===== config.mk =====
export PLATFORM = sky130hd
export DESIGN_NAME = card_response_framer
export DESIGN_NICKNAME = d
export VERILOG_FILES = /design/src/verilog/card_response_framer.v /design/src/verilog/resp_crc7.v /design/src/verilog/resp_status_word.v
export VERILOG_INCLUDE_DIRS = /design/src /design/src/verilog
export SDC_FILE = /design/constraint.sdc
export NUM_CORES = 1
export LEC_CHECK = 0
export ABC_AREA = 0
export BUFFER_PORTS_ARGS = -buffer_cell sky130_fd_sc_hd__buf_2
export CAP_MARGIN = 15
export CORE_ASPECT_RATIO = 0.7
export CORE_MARGIN = 10
export CORE_UTILIZATION = 53
export DETAILED_ROUTE_END_ITERATION = 7
export PLACE_DENSITY_LB_ADDON = 0.05
export SLEW_MARGIN = 25
export SYNTH_ARGS = -nofsm -noshare
export SYNTH_HDL_FRONTEND = slang
export SYNTH_SLANG_ARGS = --single-unit

===== constraint.sdc =====
create_clock -name clk_i -period 2.9 [get_ports clk_i]
set_input_delay 0.435 -clock clk_i [delete_from_list [all_inputs] [get_ports clk_i]]
set_output_delay 0.435 -clock clk_i [all_outputs]
set_load 0.02 [all_outputs]

===== src/verilog/resp_framer_defines.vh =====
// shared constants for the card response framer
// assumes inclusion by bare name from the design files
`ifndef RESP_FRAMER_DEFINES_VH
`define RESP_FRAMER_DEFINES_VH

// ***************************************************************
// frame lengths and kinds
// ***************************************************************
`define FRAME_SHORT_LEN     8'd48
`define FRAME_LONG_LEN      8'd136
`define KIND_R1             2'h0
`define KIND_R1B            2'h1
`define KIND_R2             2'h2
`define KIND_R3             2'h3

// ***************************************************************
// command indices answered with fixed formats
// ***************************************************************
`define CMD_OP_COND         6'h01
`define CMD_SEND_ID         6'h02
`define CMD_SEND_SPECIFIC   6'h09
`define CMD_SEND_ID_ADDR    6'h0A

// ***************************************************************
// operating condition and R3 fields
// ***************************************************************
`define OCR_READY_VALUE     32'h80FF8000
`define OCR_READY_BIT       31
`define R3_HEAD             8'h3F
`define R3_TAIL             8'hFF

// ***************************************************************
// status word layout
// ***************************************************************
`define ST_ARG_BOUNDS       31
`define ST_MISALIGN         30
`define ST_XFER_SIZE        29
`define ST_ERASE_ORDER      28
`define ST_ERASE_SEL        27
`define ST_PROT_WRITE       26
`define ST_LOCK             25
`define ST_LOCK_FAIL        24
`define ST_CHECKSUM         23
`define ST_DISALLOWED       22
`define ST_ECC_FAIL         21
`define ST_CTRL_FAULT       20
`define ST_GENERAL          19
`define ST_UNDERRUN         18
`define ST_OVERRUN          17
`define ST_STATE_HI         12
`define ST_STATE_LO         9
// bits cleared by a status read: 31..26, 24, 21..17
`define ST_CLEAR_ON_READ    32'hFD3E0000
`define ST_RESET_VALUE      32'h00000000

// ***************************************************************
// response timing in link clock cycles
// ***************************************************************
`define RESP_GAP_MIN        7'd2
`define RESP_GAP_MAX        7'd64
`define RESP_GAP_DEFAULT    7'd2

`endif


===== src/verilog/card_response_framer.v =====
// card response framer: serialises R1, R1b, R2, R3 on the command line
// assumes the command decoder gives index and events on clk_i, and that
// the bus clock arrives as a pin and is sampled here
//
// Contract
// - every field goes out MSB first
// - R1 is 48 bits with status and CRC
// - R1b is R1 plus optional data busy
// - R2 is 136 bits, reserved, register bits
// - register bit 0 replaced by end bit
// - identification for 2,10; specific data for 9
// - R3 is 48 bits around the voltage field
// - command 1 answered with voltage window
// - top voltage bit doubles as ready flag
// - R1 carries current status word
// - previous-command bits last one command
// - bit 31 argument bounds, clear on read
// - bit 30 misaligned address, clear on read
// - bit 29 transfer size, clear on read
// - bits 28, 27 erase faults, clear on read
// - bit 26 protected write, clear on read
// - bit 25 follows lock state
// - bit 24 lock failure, clear on read
// - bit 23 checksum fault, previous command
// - bit 22 disallowed request, previous command
// - bits 21..19 internal faults, clear on read
// - bits 18, 17 stream faults, clear on read
// - bits 12..9 show present state
// - response starts 2 to 64 cycles later
`include "resp_framer_defines.vh"

module card_response_framer #(
    parameter [6:0] RESP_GAP = `RESP_GAP_DEFAULT
) (
    input  wire         clk_i,
    input  wire         rstn_i,
    input  wire         bus_clk_i,
    input  wire         cmd_valid_i,
    input  wire [5:0]   cmd_index_i,
    input  wire         cmd_crc_ok_i,
    input  wire         cmd_no_resp_i,
    input  wire         busy_after_i,
    input  wire         status_query_i,
    input  wire [31:0]  status_event_i,
    input  wire         locked_i,
    input  wire [3:0]   card_state_i,
    input  wire         power_ready_i,
    input  wire [127:0] identification_register_i,
    input  wire [127:0] card_specific_data_register_i,
    input  wire         busy_done_i,
    output reg          cmd_o,
    output reg          cmd_oe_o,
    output reg          dat0_o,
    output reg          dat0_oe_o,
    output reg          resp_busy_o,
    output reg  [31:0]  card_status_word_o
);

    // ***************************************************************
    // states
    // ***************************************************************
    localparam [3:0] ST_IDLE = 4'b0001;
    localparam [3:0] ST_WAIT = 4'b0010;
    localparam [3:0] ST_SEND = 4'b0100;
    localparam [3:0] ST_BUSY = 4'b1000;

    reg  [3:0]   state;
    reg  [2:0]   bclk_sync;
    reg  [1:0]   kind;
    reg  [135:0] frame;
    reg  [7:0]   bits_left;
    reg  [6:0]   gap;
    reg  [5:0]   crc_slot;
    reg  [7:0]   sent;
    reg          hold_busy;
    wire         bclk_fall;
    wire         shift_now;
    wire [6:0]   crc;
    wire [31:0]  status_word;
    wire         crc_clear;
    wire         crc_shift;
    wire [31:0]  ocr_field;

    // ***************************************************************
    // bus clock sampling: output changes on the falling edge
    // ***************************************************************
    always @(posedge clk_i or negedge rstn_i) begin
        if (!rstn_i) begin
            bclk_sync <= 3'h0;
        end else begin
            bclk_sync <= {bclk_sync[1:0], bus_clk_i};
        end
    end

    // only stages two and three are compared, stage one stays private
    assign bclk_fall = bclk_sync[2] & ~bclk_sync[1];
    assign shift_now = (state == ST_SEND) & bclk_fall;

    // ***************************************************************
    // status word
    // ***************************************************************
    resp_status_word u_status (
        .clk_i       (clk_i),
        .rstn_i      (rstn_i),
        .event_i     (status_event_i),
        .lock_i      (locked_i),
        .state_i     (card_state_i),
        .valid_cmd_i (cmd_valid_i & cmd_crc_ok_i),
        .read_i      (shift_now & (bits_left == 8'd1) & (kind != `KIND_R2)
                      & (kind != `KIND_R3)),
        .word_o      (status_word)
    );

    // ***************************************************************
    // checksum over the first 40 bits of a short frame
    // ***************************************************************
    assign crc_clear = (state == ST_WAIT);
    assign crc_shift = shift_now & (sent < 8'd40);

    resp_crc7 u_crc (
        .clk_i   (clk_i),
        .rstn_i  (rstn_i),
        .clear_i (crc_clear),
        .shift_i (crc_shift),
        .bit_i   (frame[135]),
        .crc_o   (crc)
    );

    // ready flag lives in the top voltage bit
    assign ocr_field = power_ready_i ? `OCR_READY_VALUE
                     : (`OCR_READY_VALUE & ~(32'h1 << `OCR_READY_BIT));

    // ***************************************************************
    // framing state machine
    // ***************************************************************
    always @(posedge clk_i or negedge rstn_i) begin
        if (!rstn_i) begin
            state       <= ST_IDLE;
            kind        <= `KIND_R1;
            frame       <= 136'h0;
            bits_left   <= 8'h0;
            gap         <= 7'h0;
            crc_slot    <= 6'h0;
            sent        <= 8'h0;
            hold_busy   <= 1'b0;
            cmd_o       <= 1'b1;
            cmd_oe_o    <= 1'b0;
            dat0_o      <= 1'b1;
            dat0_oe_o   <= 1'b0;
            resp_busy_o <= 1'b0;
        end else begin
            case (state)
                ST_IDLE: begin
                    cmd_oe_o  <= 1'b0;
                    cmd_o     <= 1'b1;
                    dat0_oe_o <= 1'b0;
                    if (cmd_valid_i & cmd_crc_ok_i & ~cmd_no_resp_i) begin
                        resp_busy_o <= 1'b1;
                        gap         <= 7'h0;
                        sent        <= 8'h0;
                        hold_busy   <= busy_after_i;
                        state       <= ST_WAIT;
                        if (cmd_index_i == `CMD_OP_COND) begin
                            kind      <= `KIND_R3;
                            bits_left <= `FRAME_SHORT_LEN;
                            frame     <= {`R3_HEAD, ocr_field, `R3_TAIL, 88'h0};
                        end else if ((cmd_index_i == `CMD_SEND_ID)
                                     | (cmd_index_i == `CMD_SEND_ID_ADDR)) begin
                            kind      <= `KIND_R2;
                            bits_left <= `FRAME_LONG_LEN;
                            frame     <= {8'h3F, identification_register_i[127:1],
                                          1'b1};
                        end else if (cmd_index_i == `CMD_SEND_SPECIFIC) begin
                            kind      <= `KIND_R2;
                            bits_left <= `FRAME_LONG_LEN;
                            frame     <= {8'h3F, card_specific_data_register_i[127:1],
                                          1'b1};
                        end else begin
                            kind      <= busy_after_i ? `KIND_R1B : `KIND_R1;
                            bits_left <= `FRAME_SHORT_LEN;
                            crc_slot  <= cmd_index_i;
                            frame     <= 136'h0; // status is loaded at start
                        end
                    end
                end
                ST_WAIT: begin
                    // gap counted in bus clock cycles before the start bit
                    if (bclk_fall) begin
                        gap <= gap + 7'd1;
                        if (gap + 7'd1 >= RESP_GAP) begin
                            state <= ST_SEND;
                            if ((kind == `KIND_R1) | (kind == `KIND_R1B)) begin
                                // status sampled as late as possible
                                frame <= {2'b00, crc_slot, status_word,
                                          8'h01, 88'h0};
                            end
                        end
                    end
                end
                ST_SEND: begin
                    if (bclk_fall & (bits_left == 8'd0)) begin
                        // end bit has stood a full bus clock period, release now
                        cmd_oe_o <= 1'b0;
                        cmd_o    <= 1'b1;
                        state    <= hold_busy ? ST_BUSY : ST_IDLE;
                    end else if (bclk_fall) begin
                        cmd_oe_o  <= 1'b1;
                        sent      <= sent + 8'd1;
                        bits_left <= bits_left - 8'd1;
                        if (((kind == `KIND_R1) | (kind == `KIND_R1B)) & (sent >= 8'd40)
                            & (sent < 8'd47)) begin
                            cmd_o <= crc[6 - (sent[2:0] - 3'd0)];
                        end else begin
                            cmd_o <= frame[135];
                        end
                        frame <= {frame[134:0], 1'b1};
                    end
                end
                ST_BUSY: begin
                    if (bclk_fall) begin
                        cmd_oe_o  <= 1'b0;
                        cmd_o     <= 1'b1;
                        dat0_oe_o <= ~busy_done_i;
                        dat0_o    <= 1'b0;
                        if (busy_done_i) begin
                            state <= ST_IDLE;
                        end
                    end
                end
                default: begin
                    state <= ST_IDLE;
                end
            endcase
            if ((state == ST_IDLE) & ~(cmd_valid_i & cmd_crc_ok_i & ~cmd_no_resp_i)) begin
                resp_busy_o <= 1'b0;
            end
        end
    end

    // status mirror for the command decoder
    always @(posedge clk_i or negedge rstn_i) begin
        if (!rstn_i) begin
            card_status_word_o <= `ST_RESET_VALUE;
        end else begin
            card_status_word_o <= status_word;
        end
    end

endmodule


===== src/verilog/resp_crc7.v =====
// serial 7-bit checksum, generator x^7 + x^3 + 1
// assumes shift_i pulses once per frame bit and clear_i before a frame
`include "resp_framer_defines.vh"

module resp_crc7 (
    input  wire       clk_i,
    input  wire       rstn_i,
    input  wire       clear_i,
    input  wire       shift_i,
    input  wire       bit_i,
    output reg  [6:0] crc_o
);

    wire fb;

    assign fb = bit_i ^ crc_o[6];

    always @(posedge clk_i or negedge rstn_i) begin
        if (!rstn_i) begin
            crc_o <= 7'h00;
        end else if (clear_i) begin
            crc_o <= 7'h00;
        end else if (shift_i) begin
            crc_o <= {crc_o[5:3], crc_o[2] ^ fb, crc_o[1:0], fb};
        end
    end

endmodule


===== src/verilog/resp_status_word.v =====
// card status word with set, clear-on-read and previous-command rules
// assumes event pulses come from logic on the same clock
`include "resp_framer_defines.vh"

module resp_status_word (
    input  wire        clk_i,
    input  wire        rstn_i,
    input  wire [31:0] event_i,
    input  wire        lock_i,
    input  wire [3:0]  state_i,
    input  wire        valid_cmd_i,
    input  wire        read_i,
    output reg  [31:0] word_o
);

    wire [31:0] cor_mask;
    wire [31:0] prev_mask;
    wire [31:0] sticky_mask;
    reg  [1:0]  prev_pend;
    reg  [1:0]  prev_hold;

    assign cor_mask    = `ST_CLEAR_ON_READ;
    assign sticky_mask = cor_mask;
    assign prev_mask   = (32'h1 << `ST_CHECKSUM) | (32'h1 << `ST_DISALLOWED);

    // ***************************************************************
    // previous-command bits: visible for exactly the next command
    // ***************************************************************
    always @(posedge clk_i or negedge rstn_i) begin
        if (!rstn_i) begin
            prev_pend <= 2'h0;
            prev_hold <= 2'h0;
        end else begin
            if (valid_cmd_i) begin
                // the pending flags become visible, older ones retire
                prev_hold <= prev_pend | {event_i[`ST_CHECKSUM], event_i[`ST_DISALLOWED]};
                prev_pend <= 2'h0;
            end else begin
                prev_pend <= prev_pend | {event_i[`ST_CHECKSUM], event_i[`ST_DISALLOWED]};
            end
        end
    end

    // ***************************************************************
    // clear-on-read bits: a set in the read cycle wins over the clear
    // ***************************************************************
    always @(posedge clk_i or negedge rstn_i) begin
        if (!rstn_i) begin
            word_o <= `ST_RESET_VALUE;
        end else begin
            word_o <= ((word_o & sticky_mask & ~(read_i ? cor_mask : 32'h0))
                       | (event_i & sticky_mask))
                      | ({30'h0, prev_hold[1], prev_hold[0]} << `ST_DISALLOWED) & prev_mask
                      | ({31'h0, lock_i} << `ST_LOCK)
                      | ({28'h0, state_i} << `ST_STATE_LO);
        end
    end

endmodule


==> summary.md <==
| Metric | Value |
|---|---|
| Nature of the critical path endpoint | flop |
| Cells on worst reg2reg path | 9 |
| Transition at the pin with the smallest max-transition slack | 690 ps |
| Unrepaired setup endpoints after global routing | false |
| Endpoint of the worst register-to-register path | frame[21] |
| Endpoints failing setup | 0 |
| Worst Skew | 22.3 ps |
| Largest net degree at the start of global routing | 82 |
| Die ar. | 28,700 sq um |
| Core Box Area | 21,800 sq um |
| Max Clock Freq | 374 MHz |
| Pre-CTS worst setup slack | 236 ps |
| Count of routing violations after the opening detailed-route iteration | 812 |
| Starting density of the core | 54.0% |
| Die width | 198 um |
| Sum of routed wire length over all layers | 33,500 um |
| Largest driver fanout on the critical path | 32 |
| Multi-input logic area | 5620 sq um |
| Start point of the worst hold path | card_state_i[3] |
| H-tree lvl count | 1 |
| Maximum resistive drop on vdd | 0.000581 V |
| Per-cell via count in the routed design | 5.67 |
| Total clock buffers created by CTS | 22 |
| Total negative slack | 0 ps |
| Fraction of synthesis flops using an asynchronous set or reset pin | 100% |
| Share of cells above drive strength 1 | 37.6% |
| Worst reg2reg path startpoint | bits_left[0] |
| Number of buffers inserted to repair setup after CTS | 0 |
| Average wire per standard cell | 19.6 um |
| Syn. warnings | 0 |
| Final Max Tran Viols | 0 |
| Buffer depth of the longest clock path | 3 |
| Hold Path Depth | 1 |
| Shortest clock period the worst path allows after layout | 2670 ps |
| Cell at the root of the clock tree | sky130_fd_sc_hd__clkbuf_16 |
| Clk sink count | 228 |
| Static Leak | 0.00655 uW |
| Most common cell after layout, fill and taps aside | sky130_fd_sc_hd__buf_2 |
| Remaining design rule violation count | 0 |
| Worst setup path class | flop to flop |
| Wire length of the first global-routing pass | 52,500 um |
| Critical path arrival | 3080 ps |
| Netlist area before placement | 11,800 sq um |
| Worst Setup SP | bits_left[0] |
| Filler cell count in the final layout | 1,760 |
| Mapped Avg Cell Area | 10.4 sq um |
| Final hold viol count | 0 |
| Growth of design area from synthesis to finish | 22.8% |
| Buffers added on ports | 311 |
| Die H | 145 um |
| Startpoint type of the worst setup path | flop |
| Synth Register Bits | 228 |
| Sequential-to-total area share from yosys stat | 48.5% |
| Largest stage delay on the critical path | 490 ps |
| # Max-Cap Violations | 0 |
| # nets final | 1,725 |
| Count of distinct cell types in the synthesized netlist | 63 |
| Hold_buf cts | 1 |
| Period Utilization, post-route | 92.2% |
| Detailed-placement wirelength estimate | 24,500 um |
| Top-level I/O count | 346 |
| Slowest stage cell, crit path | sky130_fd_sc_hd__or4b_1 |
| Post-layout worst setup margin | 226 ps |
| Insertion delay to the later sink of the worst-skew pair | 520 ps |
| Cells along the critical path | inv_1, ha_1, or4b_1, o21a_4, o2111ai_1, a31oi_4, buf_4, buf_12, mux2_2 |
| Hold EP | u_status.word_o[12] |
| Number of flops mapped to enable cells by yosys | 0 |
| Area occupied by registers | 5710 sq um |
| Cell count after synthesis | 1,129 |
| Worst setup slack for register-to-register paths | 230 ps |
| Required @ worst endpoint | 3300 ps |
| Outcome | completed |
| PD cells | 710 nW/um^2 |
| CTS tree | done |
| Via count | 9,695 |
| Detailed-router iteration count before antenna repair | 5 |
| Rel. slew slack | 53.9% |
| Leftover overflow at the end of global routing | 0 |
| Clock-pin slew of the registers on the worst-case setup and hold paths | 60 ps |
| CTS resizes | 0 |
| Number of global-route vias before repair | 9,880 |
| Last weighted congestion value of the routability-driven placer | 0.860 |
| Number of routed nets with antenna violations | 0 |
| Total global-route track usage | 22.6% |
| Most frequently used flop master after synthesis | sky130_fd_sc_hd__dfrtp_1 |
| Initial antenna violation count | 7 |
| Highest-count cells in the layout ignoring fill and taps | 310 x sky130_fd_sc_hd__buf_2, 225 x sky130_fd_sc_hd__dfrtp_1, 155 x sky130_fd_sc_hd__o21ai_0, 153 x sky130_fd_sc_hd__nand2_1, 145 x sky130_fd_sc_hd__a22oi_1 |
| Class of the worst hold path | input port to flop |
| Number of core rows | 45 |
-- cells by family (layout without fill, tap and decap cells) --
kind of cell             Yosys count  after routing  share of synthesized area (%)
multiplexers                     145            145                           15.2
AO/OA/AOI/OAI                    369            369                           20.3
other                              1             18                         0.0319
adder cells (fa/ha/maj)            6              6                          0.638
XOR/XNOR                           9              9                          0.669
buffers and inverters            115            398                           4.61
AND/OR/NAND/NOR                  256            256                           10.1
flip-flops                       228            228                           48.5
-- metrics by stage --
stage / utilization [%] / cell area (sq um) / total power (uW) / hold WS (ps) / cells
final: 66.4 / 14500 / 10300 / 19.5 / 1711
after global routing: 66.3 / 14500 / 10800 / 17.1 / 1707
after CTS: 66.3 / 14500 / 10300 / 8.88 / 1706
after detailed placement: 63.1 / 13700 / 7520 / 346 / 1667
after global placement: 63.1 / 13700 / 7440 / 342 / 1667
after floorplan: - / 11800 / 6510 / 139 / 1141
-- worst max-delay path by stage --
stage	to	slack [ps]	depth (start not counted)
after floorplan	frame[47]	400	11
after global placement	frame[23]	280	9
after detailed placement	frame[15]	240	9
after CTS	frame[21]	230	9
after global routing	frame[18]	100	9
final	frame[21]	230	9
-- flip-flops by register name, summed over array words and instances, names as in the netlist --
signal and count:
frame 136, card_status_word_o 19, u_status.word_o 19, bits_left 8, sent 8, gap 7
u_crc.crc_o 7, crc_slot 6, state 4, bclk_sync 3, u_status.prev_hold 2, u_status.prev_pend 2
cmd_o 1, cmd_oe_o 1, dat0_o 1, dat0_oe_o 1, hold_busy 1, kind 1
resp_busy_o 1
-- metal layers --
| layer | vias up | share of wire, % | GRT usage (%) |
|---|---|---|---|
| met5 | - | 0.17 | 0 |
| met4 | 8 | 1.6 | 5.20 |
| met3 | 47 | 8.0 | 5.86 |
| met2 | 298 | 46 | 35.4 |
| met1 | 4675 | 44 | 30.7 |
| li1 | 4667 | - | - |
-- final cells by class --
cell class / count / area share [%]
Antenna cell: 5 / 0.0865
Clock buffer: 32 / 4.34
Clock inverter: 6 / 0.459
Inverter: 10 / 0.260
Multi-Input combinational cell: 798 / 38.9
Sequential cell: 228 / 39.5
Tap cell: 282 / 2.44
Timing Repair Buffer: 350 / 14.1
-- report_power, final --
part           switching (uW)  total [uW]  internal (uW)
logic                    1710        3340           1630
registers                 383        4120           3740
clock network            1200        2800           1590
-- cells in the mapped netlist, types with 6 or more instances --
cell type | number | area, sq um
sky130_fd_sc_hd__mux2_2 | 98 | 1100
sky130_fd_sc_hd__nor3_1 | 7 | 35.0
sky130_fd_sc_hd__a21o_1 | 14 | 105
sky130_fd_sc_hd__clkbuf_1 | 66 | 248
sky130_fd_sc_hd__a22oi_1 | 145 | 1090
sky130_fd_sc_hd__buf_2 | 19 | 95.1
sky130_fd_sc_hd__dfrtp_1 | 225 | 5630
sky130_fd_sc_hd__mux2_4 | 40 | 601
sky130_fd_sc_hd__ha_1 | 6 | 75.1
sky130_fd_sc_hd__nand3_1 | 10 | 50.1
sky130_fd_sc_hd__nand2_1 | 153 | 574
sky130_fd_sc_hd__inv_1 | 10 | 37.5
sky130_fd_sc_hd__a21oi_1 | 13 | 65.1
sky130_fd_sc_hd__nand2b_1 | 22 | 138
sky130_fd_sc_hd__and3_1 | 6 | 37.5
sky130_fd_sc_hd__a221o_1 | 6 | 60.1
sky130_fd_sc_hd__o21ai_0 | 155 | 776
sky130_fd_sc_hd__o31ai_1 | 6 | 45.0
sky130_fd_sc_hd__nor2_1 | 26 | 97.6
sky130_fd_sc_hd__buf_4 | 13 | 97.6
-- worst max-delay path: cells and delay by family, from the launching register on --
| kind | cells | cell delay, ps |
|---|---|---|
| compound gates | 3 | 650 |
| flops | 1 | 420 |
| mux | 1 | 290 |
| fa+ha+maj | 1 | 230 |
| buf+inv | 3 | 490 |
| simple gates | 1 | 490 |
Note: power is estimated with default switching activity, not from simulation.
